$ cat src/core/pump_adc_pkg.sv
// Package: register map, field layout, reset values and timing for pump regulator and slope converter control
package pump_adc_pkg;
    localparam logic [1:0] ADDR_PUMP_CTRL = 2'h0;
    localparam logic [1:0] ADDR_CONV_CTRL = 2'h1;
    localparam logic [1:0] ADDR_CONV_CLK = 2'h2;
    localparam logic [1:0] ADDR_CONV_STAT = 2'h3;

    localparam int PUMP_DIV_LSB = 3;
    localparam int PUMP_DIV_MSB = 7;
    localparam int QUICK_START_BIT = 2;
    localparam int PUMP_EN_BIT = 1;
    localparam int MODULE_EN_BIT = 0;

    localparam int CHOP_EN_BIT = 6;
    localparam int TRIG_LSB = 4;
    localparam int CMP_OUT_BIT = 3;
    localparam int SLOPE_LSB = 1;
    localparam int CONV_PWR_BIT = 0;

    localparam int GAIN_SEL_BIT = 7;
    localparam int INSEL_LSB = 5;
    localparam int REF_SEL_BIT = 4;
    localparam int CHOP_DIV_LSB = 0;

    localparam int IRQ_FLAG_BIT = 0;

    localparam logic [7:0] PUMP_CTRL_RESET = 8'h00;
    localparam logic [7:0] CONV_CTRL_RESET = 8'h00;
    localparam logic [7:0] CONV_CLK_RESET = 8'h07;

    localparam logic [7:0] CONV_CTRL_WMASK = 8'h77;
    localparam logic [7:0] CONV_CLK_WMASK = 8'hF7;

    localparam int PUMP_PRESCALE = 16;
    localparam int CHOP_PRESCALE = 32;
    // Dividers toggle their output, so each prescaler wraps at half the ratio
    localparam logic [3:0] PUMP_PRE_LAST = 4'(PUMP_PRESCALE / 2 - 1);
    localparam logic [4:0] CHOP_PRE_LAST = 5'(CHOP_PRESCALE / 2 - 1);

    typedef enum logic [1:0] {
        TRIG_NONE = 2'b00,
        TRIG_RISE = 2'b01,
        TRIG_FALL = 2'b10,
        TRIG_BOTH = 2'b11
    } trig_mode_t;

    typedef enum logic [1:0] {
        SLOPE_RSVD0 = 2'b00,
        SLOPE_CHARGE = 2'b01,
        SLOPE_DISCHARGE = 2'b10,
        SLOPE_RSVD3 = 2'b11
    } slope_t;

    typedef enum logic [1:0] {
        IN_SENSOR = 2'b00,
        IN_THERMAL_BATTERY = 2'b01,
        IN_CHOPPER = 2'b10,
        IN_RSVD = 2'b11
    } insel_t;

    typedef struct packed {
        logic [1:0] addr;
        logic [7:0] wdata;
        logic wr;
        logic rd;
    } reg_req_t;

    typedef struct packed {
        logic regulator_on;
        logic pump_run;
        logic bandgap_on;
        logic bandgap_filter;
        logic analog_enable;
        logic conv_power;
        logic charge_sw;
        logic discharge_sw;
        insel_t gain_input_select;
        logic gain_select;
        logic reference_select;
    } analog_ctrl_t;
endpackage

$ cat src/core/pump_adc_ctrl.sv
// Top: pump and regulator control, bandgap quick start, slope converter control and comparator edge flag
// Behaviour
// - Pump clock = sysclk/16/(divider+1)
// - Control: divider 7..3, quickstart, pump, module
// - Pump enable ignored while module disabled
// - Module off powers down analog and converter
// - Module on: regulator on, pump per enable
// - Quick-start 0 shorts filter, 1 filters
// - Bandgap follows regulator enable
// - Converter power switches whole converter block
// - Chopper enable gates divided chopper clock
// - Comparator readable; trigger mode selects edges
// - Slope field drives integrator input switch
// - Input select field; gain bit 2 or 4
// - Reference select bit picks tap set
// - Comparator falls at one sixth during discharge
// - Trigger: none, rise, fall, both
// - Slope: 01 charge, 10 discharge, others reserved
// - Chopper = sysclk/32/2^sel
// - Input: sensor, thermal/battery, chopper pin
`timescale 1ns/10ps
`default_nettype none
module pump_adc_ctrl (
    input wire logic clk,
    input wire logic nrst,
    input wire logic [1:0] addr,
    input wire logic [7:0] wdata,
    input wire logic wr,
    input wire logic rd,
    output logic [7:0] rdata,
    input wire logic comparator_out,
    output logic pump_clk,
    output logic chopper_clk,
    output pump_adc_pkg::analog_ctrl_t analog_ctrl,
    output logic conv_irq
);
    pump_adc_pkg::reg_req_t req;
    logic [7:0] pump_ctrl_reg;
    logic [7:0] conv_ctrl_reg;
    logic [7:0] conv_clk_reg;
    logic irq_flag_reg;
    logic cmp_meta_reg;
    logic cmp_sync_reg;
    logic cmp_prev_reg;
    logic pump_restart_reg;
    logic pump_clk_raw;
    logic chop_clk_raw;
    logic module_en;
    logic pump_run;
    logic conv_on;
    logic edge_hit;
    logic [6:0] chop_last;
    logic [7:0] chop_term;
    pump_adc_pkg::analog_ctrl_t analog_next;
    pump_adc_pkg::trig_mode_t trig;
    pump_adc_pkg::slope_t slope;

    function automatic logic [7:0] chop_terminal(input logic [2:0] sel);
        chop_terminal = (8'h01 << sel) - 8'h01;
    endfunction

    assign req = '{addr: addr, wdata: wdata, wr: wr, rd: rd};
    assign module_en = pump_ctrl_reg[pump_adc_pkg::MODULE_EN_BIT];
    assign pump_run = module_en && pump_ctrl_reg[pump_adc_pkg::PUMP_EN_BIT];
    // Converter is unpowered whenever the regulator supply is down
    assign conv_on = module_en && conv_ctrl_reg[pump_adc_pkg::CONV_PWR_BIT];
    assign trig = pump_adc_pkg::trig_mode_t'(conv_ctrl_reg[pump_adc_pkg::TRIG_LSB +: 2]);
    assign slope = pump_adc_pkg::slope_t'(conv_ctrl_reg[pump_adc_pkg::SLOPE_LSB +: 2]);
    assign chop_term = chop_terminal(conv_clk_reg[pump_adc_pkg::CHOP_DIV_LSB +: 3]);
    // Largest terminal count is 127, so the top bit is always zero
    assign chop_last = chop_term[6:0];

    // Register writes
    always_ff @(posedge clk or negedge nrst) begin
        if (!nrst) begin
            pump_ctrl_reg <= pump_adc_pkg::PUMP_CTRL_RESET;
            conv_ctrl_reg <= pump_adc_pkg::CONV_CTRL_RESET;
            conv_clk_reg <= pump_adc_pkg::CONV_CLK_RESET;
        end else if (req.wr) begin
            case (req.addr)
                pump_adc_pkg::ADDR_PUMP_CTRL: begin
                    pump_ctrl_reg <= req.wdata;
                end
                pump_adc_pkg::ADDR_CONV_CTRL: begin
                    // Comparator bit is read only, so it is masked out of the store
                    conv_ctrl_reg <= req.wdata & pump_adc_pkg::CONV_CTRL_WMASK;
                end
                pump_adc_pkg::ADDR_CONV_CLK: begin
                    conv_clk_reg <= req.wdata & pump_adc_pkg::CONV_CLK_WMASK;
                end
                default: begin
                end
            endcase
        end
    end

    // Any write to the pump control register restarts the divided period
    always_ff @(posedge clk or negedge nrst) begin
        if (!nrst) begin
            pump_restart_reg <= 1'b0;
        end else begin
            pump_restart_reg <= req.wr && (req.addr == pump_adc_pkg::ADDR_PUMP_CTRL);
        end
    end

    // Read data, one cycle after the strobe; unmapped bits read zero
    always_ff @(posedge clk or negedge nrst) begin
        if (!nrst) begin
            rdata <= 8'h00;
        end else if (req.rd) begin
            case (req.addr)
                pump_adc_pkg::ADDR_PUMP_CTRL: rdata <= pump_ctrl_reg;
                pump_adc_pkg::ADDR_CONV_CTRL: begin
                    rdata <= conv_ctrl_reg | 8'({cmp_sync_reg, 3'b000});
                end
                pump_adc_pkg::ADDR_CONV_CLK: rdata <= conv_clk_reg;
                pump_adc_pkg::ADDR_CONV_STAT: rdata <= {7'h00, irq_flag_reg};
                default: rdata <= 8'h00;
            endcase
        end else begin
            rdata <= 8'h00;
        end
    end

    // Comparator synchroniser; first stage feeds only the second
    always_ff @(posedge clk or negedge nrst) begin
        if (!nrst) begin
            cmp_meta_reg <= 1'b0;
            cmp_sync_reg <= 1'b0;
            cmp_prev_reg <= 1'b0;
        end else begin
            cmp_meta_reg <= comparator_out;
            cmp_sync_reg <= cmp_meta_reg;
            cmp_prev_reg <= cmp_sync_reg;
        end
    end

    always_comb begin
        case (trig)
            pump_adc_pkg::TRIG_NONE: edge_hit = 1'b0;
            pump_adc_pkg::TRIG_RISE: edge_hit = cmp_sync_reg && !cmp_prev_reg;
            pump_adc_pkg::TRIG_FALL: edge_hit = !cmp_sync_reg && cmp_prev_reg;
            pump_adc_pkg::TRIG_BOTH: edge_hit = cmp_sync_reg != cmp_prev_reg;
            default: edge_hit = 1'b0;
        endcase
    end

    // Sticky request flag: writing 1 to the status bit clears it, a new edge wins
    always_ff @(posedge clk or negedge nrst) begin
        if (!nrst) begin
            irq_flag_reg <= 1'b0;
        end else if (edge_hit) begin
            irq_flag_reg <= 1'b1;
        end else if (req.wr && req.addr == pump_adc_pkg::ADDR_CONV_STAT
                && req.wdata[pump_adc_pkg::IRQ_FLAG_BIT]) begin
            irq_flag_reg <= 1'b0;
        end
    end

    always_ff @(posedge clk or negedge nrst) begin
        if (!nrst) begin
            conv_irq <= 1'b0;
        end else begin
            conv_irq <= irq_flag_reg;
        end
    end

    clock_divider #(.PRE_W(4), .DIV_W(5)) pump_div (
        .clk(clk),
        .nrst(nrst),
        .run(pump_run),
        .restart(pump_restart_reg),
        .pre_last(pump_adc_pkg::PUMP_PRE_LAST),
        .div_last(pump_ctrl_reg[pump_adc_pkg::PUMP_DIV_MSB:pump_adc_pkg::PUMP_DIV_LSB]),
        .clk_out(pump_clk_raw)
    );

    clock_divider #(.PRE_W(5), .DIV_W(7)) chop_div (
        .clk(clk),
        .nrst(nrst),
        .run(conv_on && conv_ctrl_reg[pump_adc_pkg::CHOP_EN_BIT]),
        .restart(1'b0),
        .pre_last(pump_adc_pkg::CHOP_PRE_LAST),
        .div_last(chop_last),
        .clk_out(chop_clk_raw)
    );

    // Toggle outputs: the half-ratio prescale makes the full period equal the ratio
    always_ff @(posedge clk or negedge nrst) begin
        if (!nrst) begin
            pump_clk <= 1'b0;
            chopper_clk <= 1'b0;
        end else begin
            pump_clk <= pump_clk_raw;
            chopper_clk <= chop_clk_raw;
        end
    end

    always_comb begin
        analog_next.regulator_on = module_en;
        analog_next.pump_run = pump_run;
        analog_next.bandgap_on = module_en;
        analog_next.bandgap_filter = pump_ctrl_reg[pump_adc_pkg::QUICK_START_BIT];
        analog_next.analog_enable = module_en;
        analog_next.conv_power = conv_on;
        analog_next.charge_sw = conv_on && slope == pump_adc_pkg::SLOPE_CHARGE;
        analog_next.discharge_sw = conv_on && slope == pump_adc_pkg::SLOPE_DISCHARGE;
        analog_next.gain_input_select =
            pump_adc_pkg::insel_t'(conv_clk_reg[pump_adc_pkg::INSEL_LSB +: 2]);
        analog_next.gain_select = conv_clk_reg[pump_adc_pkg::GAIN_SEL_BIT];
        analog_next.reference_select = conv_clk_reg[pump_adc_pkg::REF_SEL_BIT];
    end

    always_ff @(posedge clk or negedge nrst) begin
        if (!nrst) begin
            analog_ctrl <= '0;
        end else begin
            analog_ctrl <= analog_next;
        end
    end
endmodule // pump_adc_ctrl
`default_nettype wire

$ cat src/core/clock_divider.sv
// Clock divider: fixed prescale then a selectable terminal count, with a restart input
`timescale 1ns/10ps
`default_nettype none
module clock_divider #(
    parameter int PRE_W = 4,
    parameter int DIV_W = 5
) (
    input wire logic clk,
    input wire logic nrst,
    input wire logic run,
    input wire logic restart,
    input wire logic [PRE_W-1:0] pre_last,
    input wire logic [DIV_W-1:0] div_last,
    output logic clk_out
);
    logic [PRE_W-1:0] pre_reg;
    logic [DIV_W-1:0] div_reg;
    logic pre_wrap;

    assign pre_wrap = (pre_reg == pre_last);

    always_ff @(posedge clk or negedge nrst) begin
        if (!nrst) begin
            pre_reg <= '0;
        end else if (!run || restart) begin
            pre_reg <= '0;
        end else if (pre_wrap) begin
            pre_reg <= '0;
        end else begin
            pre_reg <= pre_reg + 1'b1;
        end
    end

    // Output toggles once per full divided period, so it is a 50% square wave of twice that period
    always_ff @(posedge clk or negedge nrst) begin
        if (!nrst) begin
            div_reg <= '0;
            clk_out <= 1'b0;
        end else if (!run || restart) begin
            div_reg <= '0;
            clk_out <= 1'b0;
        end else if (pre_wrap) begin
            if (div_reg >= div_last) begin
                div_reg <= '0;
                clk_out <= ~clk_out;
            end else begin
                div_reg <= div_reg + 1'b1;
            end
        end
    end
endmodule // clock_divider
`default_nettype wire

$ cat config.mk
export PLATFORM = sky130hd
export DESIGN_NAME = pump_adc_ctrl
export DESIGN_NICKNAME = d
export VERILOG_FILES = /design/src/core/pump_adc_pkg.sv /design/src/core/pump_adc_ctrl.sv /design/src/core/clock_divider.sv
export SDC_FILE = /design/constraint.sdc
export NUM_CORES = 1
export LEC_CHECK = 0
export BUFFER_PORTS_ARGS = -buffer_cell sky130_fd_sc_hd__buf_4
export CELL_PAD_IN_SITES_DETAIL_PLACEMENT = 2
export CELL_PAD_IN_SITES_GLOBAL_PLACEMENT = 2
export CORE_ASPECT_RATIO = 1.25
export CORE_MARGIN = 4
export CORE_UTILIZATION = 31
export CTS_BUF_LIST = sky130_fd_sc_hd__clkbuf_2
export CTS_CLUSTER_DIAMETER = 30
export CTS_CLUSTER_SIZE = 8
export DETAILED_ROUTE_END_ITERATION = 16
export MAX_ROUTING_LAYER = met4
export PLACE_DENSITY_LB_ADDON = 0.1
export SETUP_SLACK_MARGIN = 0.3
export SKIP_LAST_GASP = 1
export SLEW_MARGIN = 20
export SYNTH_ARGS = -nofsm -noshare
export SYNTH_HDL_FRONTEND = slang
export SYNTH_HIERARCHICAL = 1
export SYNTH_SLANG_ARGS = --single-unit
$ cat constraint.sdc
create_clock -name clk -period 2.9 [get_ports clk]
set_input_delay 0.435 -clock clk [delete_from_list [all_inputs] [get_ports clk]]
set_output_delay 0.435 -clock clk [all_outputs]
set_load 0.01 [all_outputs]
==> results.txt <==
Synthesized area per cell -> 12.1 um^2
Max VDD drop -> 0.000193 V
Clock Sinks -> 70
Post_cts resized -> 0
Critical path's largest stage delay -> 630 ps
Initial core utilization -> 31.9%
Yosys cell types -> 55
Core area -> 0.0107 mm^2
Placed Area -> 0.00382 mm^2
CP Class -> reg2reg
#FFs+latches synth -> 70
Fin nets -> 367
GR Layer Usage met3 -> 2.84%
RSZ-0062 raised after global routing -> no
Clock Path Buffers -> 2
Status -> finished, final reports clean
Worst Hold Class -> in2async
Ys async rst share -> 100%
WL final -> 7.68 mm
Final Hold Fails -> 0
Seq/Total Area, Yosys -> 51.7%
Max frequency -> 448 MHz
RR Startpoint -> conv_clk_reg[1]
Reg clk slew, reported paths -> 220 ps
Die area -> 0.0127 mm^2
Max FFs per register -> 10
Max-Slew Margin vs Limit -> 39.9%
Vias -> 2247
Most common cell after layout, fill and taps aside -> dfrtp_1
Grt met1 use -> 16.3%
Power per cell area -> 591 mW/mm^2
CTS root buffer -> clkbuf_2
WL/cell -> 16.3 um
CP endpoint kind -> register
DRC Markers -> 0
Warning count from the yosys run -> 6
Initial antenna violation count -> 0
Commonest non-fill, non-tap cells in the layout -> dfrtp_1 (67), buf_4 (38), mux2_2 (22)
Final Cycle Share -> 77.0%
Crit start category -> register
Crit path cell chain -> a21o_1, inv_1, ha_1, a211o_1, a31oi_2, o211ai_4, nor2b_4, a22o_1
Worst Path Arrival -> 2680 ps
ANT nets after route -> 0
Max cap viols -> 0
Share of cells above drive strength 1 -> 29.5%
IO buf count -> 37
Total Routing Usage GR -> 13.5%
Gp weighted congestion -> 0.686
Slew @ Worst Pin -> 902 ps
Max-slew violations -> 0
Busiest grt layer -> met2
Slowest library cell on the worst path -> dfstp_2
Via density -> 4.77
Setup TNS -> 0 ps
Clock Latency Late Sink -> 490 ps
Die X -> 102 um
Endpoints failing setup -> 0
Setup WS post-layout -> 666 ps
Htree depth -> 3
Max FO, Critical Path -> 8
Worst path required time -> 3340 ps
Global-route wire length before repair -> 12.9 mm
Worst setup path start -> conv_clk_reg[1]
Met2 usage -> 22.1%
Lkg Pwr -> 1.97 nW
Total gr overflow -> 0
IO Pins -> 38
Final HPWL DP -> 5.63 mm
FF-to-FF path depth -> 8
Initial DRT Pass Iterations -> 3
Post-Syn Area -> 0.00340 mm^2
Die Span Y -> 125 um
Post-synth EDFFs -> 0
Most common flop cell mapped by yosys -> dfrtp_1
Largest net degree at the start of global routing -> 71
Num rows -> 42
CTS tree -> yes
Number of DRC markers after the initial detailed-route iteration -> 47
P&R area growth vs syn -> 17.5%
Diodes inserted -> 0
TritonCTS buffer count -> 9
Syn Inst Count -> 282
Min Clock Period, post-route -> 2230 ps
Pre-CTS WS -> 694 ps
Post-Layout Inst Area -> 0.00399 mm^2
Setup Skew -> 21.7 ps
Vias in the first global route -> 2545
==> logic make-up (layout without fill, tap and decap cells) <==
family,count (synthesis),after routing,synth area share (%)
AOI/OAI and AO/OA,45,45,10.2
xor gates and xnor gates,14,14,3.83
adders and majority gates,18,18,6.63
buffers and inverters,26,74,3.98
DFF,70,70,51.7
muxes,30,30,10.1
other,2,11,0.221
and+or+nand+nor,77,77,13.4
==> worst max-delay path: cells and delay by family, from the launching register on <==
family | cells | cell delay, ps
and+or+nand+nor | 1 | 220
adders and majority gates | 1 | 320
buffers and inverters | 1 | 40
AOI/OAI and AO/OA | 5 | 980
DFF | 1 | 630
==> metal layers <==
| metal | part of all wire, % | vias up | wire, um |
|---|---|---|---|
| met5 | 0 | - | 0 |
| met1 | 45 | 1143 | 3430 |
| met4 | 1.3 | 0 | 100 |
| met2 | 51 | 29 | 3910 |
| li1 | - | 1068 | - |
| met3 | 3.2 | 7 | 247 |
==> Yosys cell counts (all sizes together) (4+ instances only) <==
master   n  share of area, %
a21o     6               1.4
a21oi    4              0.59
a22o     6               1.5
and2     5              0.92
and3     7               1.3
buf      6               1.8
dfrtp   67                49
ha      18               6.6
inv     19               2.1
mux2    22               7.3
mux2i    7               2.1
nand2   14               1.7
nand3    6              0.88
nand4    4              0.92
nor2    15               1.7
nor2b    9               1.9
nor3b    5               1.3
o21ai   12               2.1
or2      4              0.74
xnor2   10               2.8
xor2     4               1.0
==> layout make-up <==
cell class                      instances  area (um^2)
Inverter                               19         71.3
Sequential cell                        70         1760
Clock inverter                          5          108
Timing Repair Buffer                   39          295
Multi-Input combinational cell        195         1540
Clock buffer                           11         55.1
Fill cell                            1132         6680
Tap cell                              132          165
==> power breakdown <==
group          leakage [nW]  total (W)  switching, W  internal (W)
sequential            0.891    0.00118     0.0000874       0.00109
clock                0.0963   0.000755      0.000372      0.000383
combinational         0.983   0.000428      0.000213      0.000215
total                  1.97    0.00236      0.000673       0.00169
==> final timing paths <==
kind	to	slack (ps)
max	chop_div/div_reg[4]	670
min	rdata[2]	30
max reg2reg	chop_div/div_reg[4]	670
min reg2reg	cmp_sync_reg	380
max in group asynchronous	chop_div/pre_reg[2]	2270
min in group clk	pump_ctrl_reg[3]	170
==> stage by stage <==
stage / hold slack (ps) / total power (W) / std cells / util [%]
after global placement: 336 / 0.00163 / 454 / 35.8
after detailed placement: 343 / 0.00164 / 454 / 35.8
final: 28.9 / 0.00236 / 471 / 37.4
after CTS: 24.1 / 0.00241 / 471 / 37.4
after floorplan: 139 / 0.00145 / 291 / -
after global routing: 39.9 / 0.00252 / 471 / 37.4
==> timing repair <==
action / in CTS / in global routing
buffers inserted: 0 / 0
hold endpoints to repair: 1 / 0
hold buffers: 1 / 0
No activity file was read; power rests on OpenSTA's default activity.
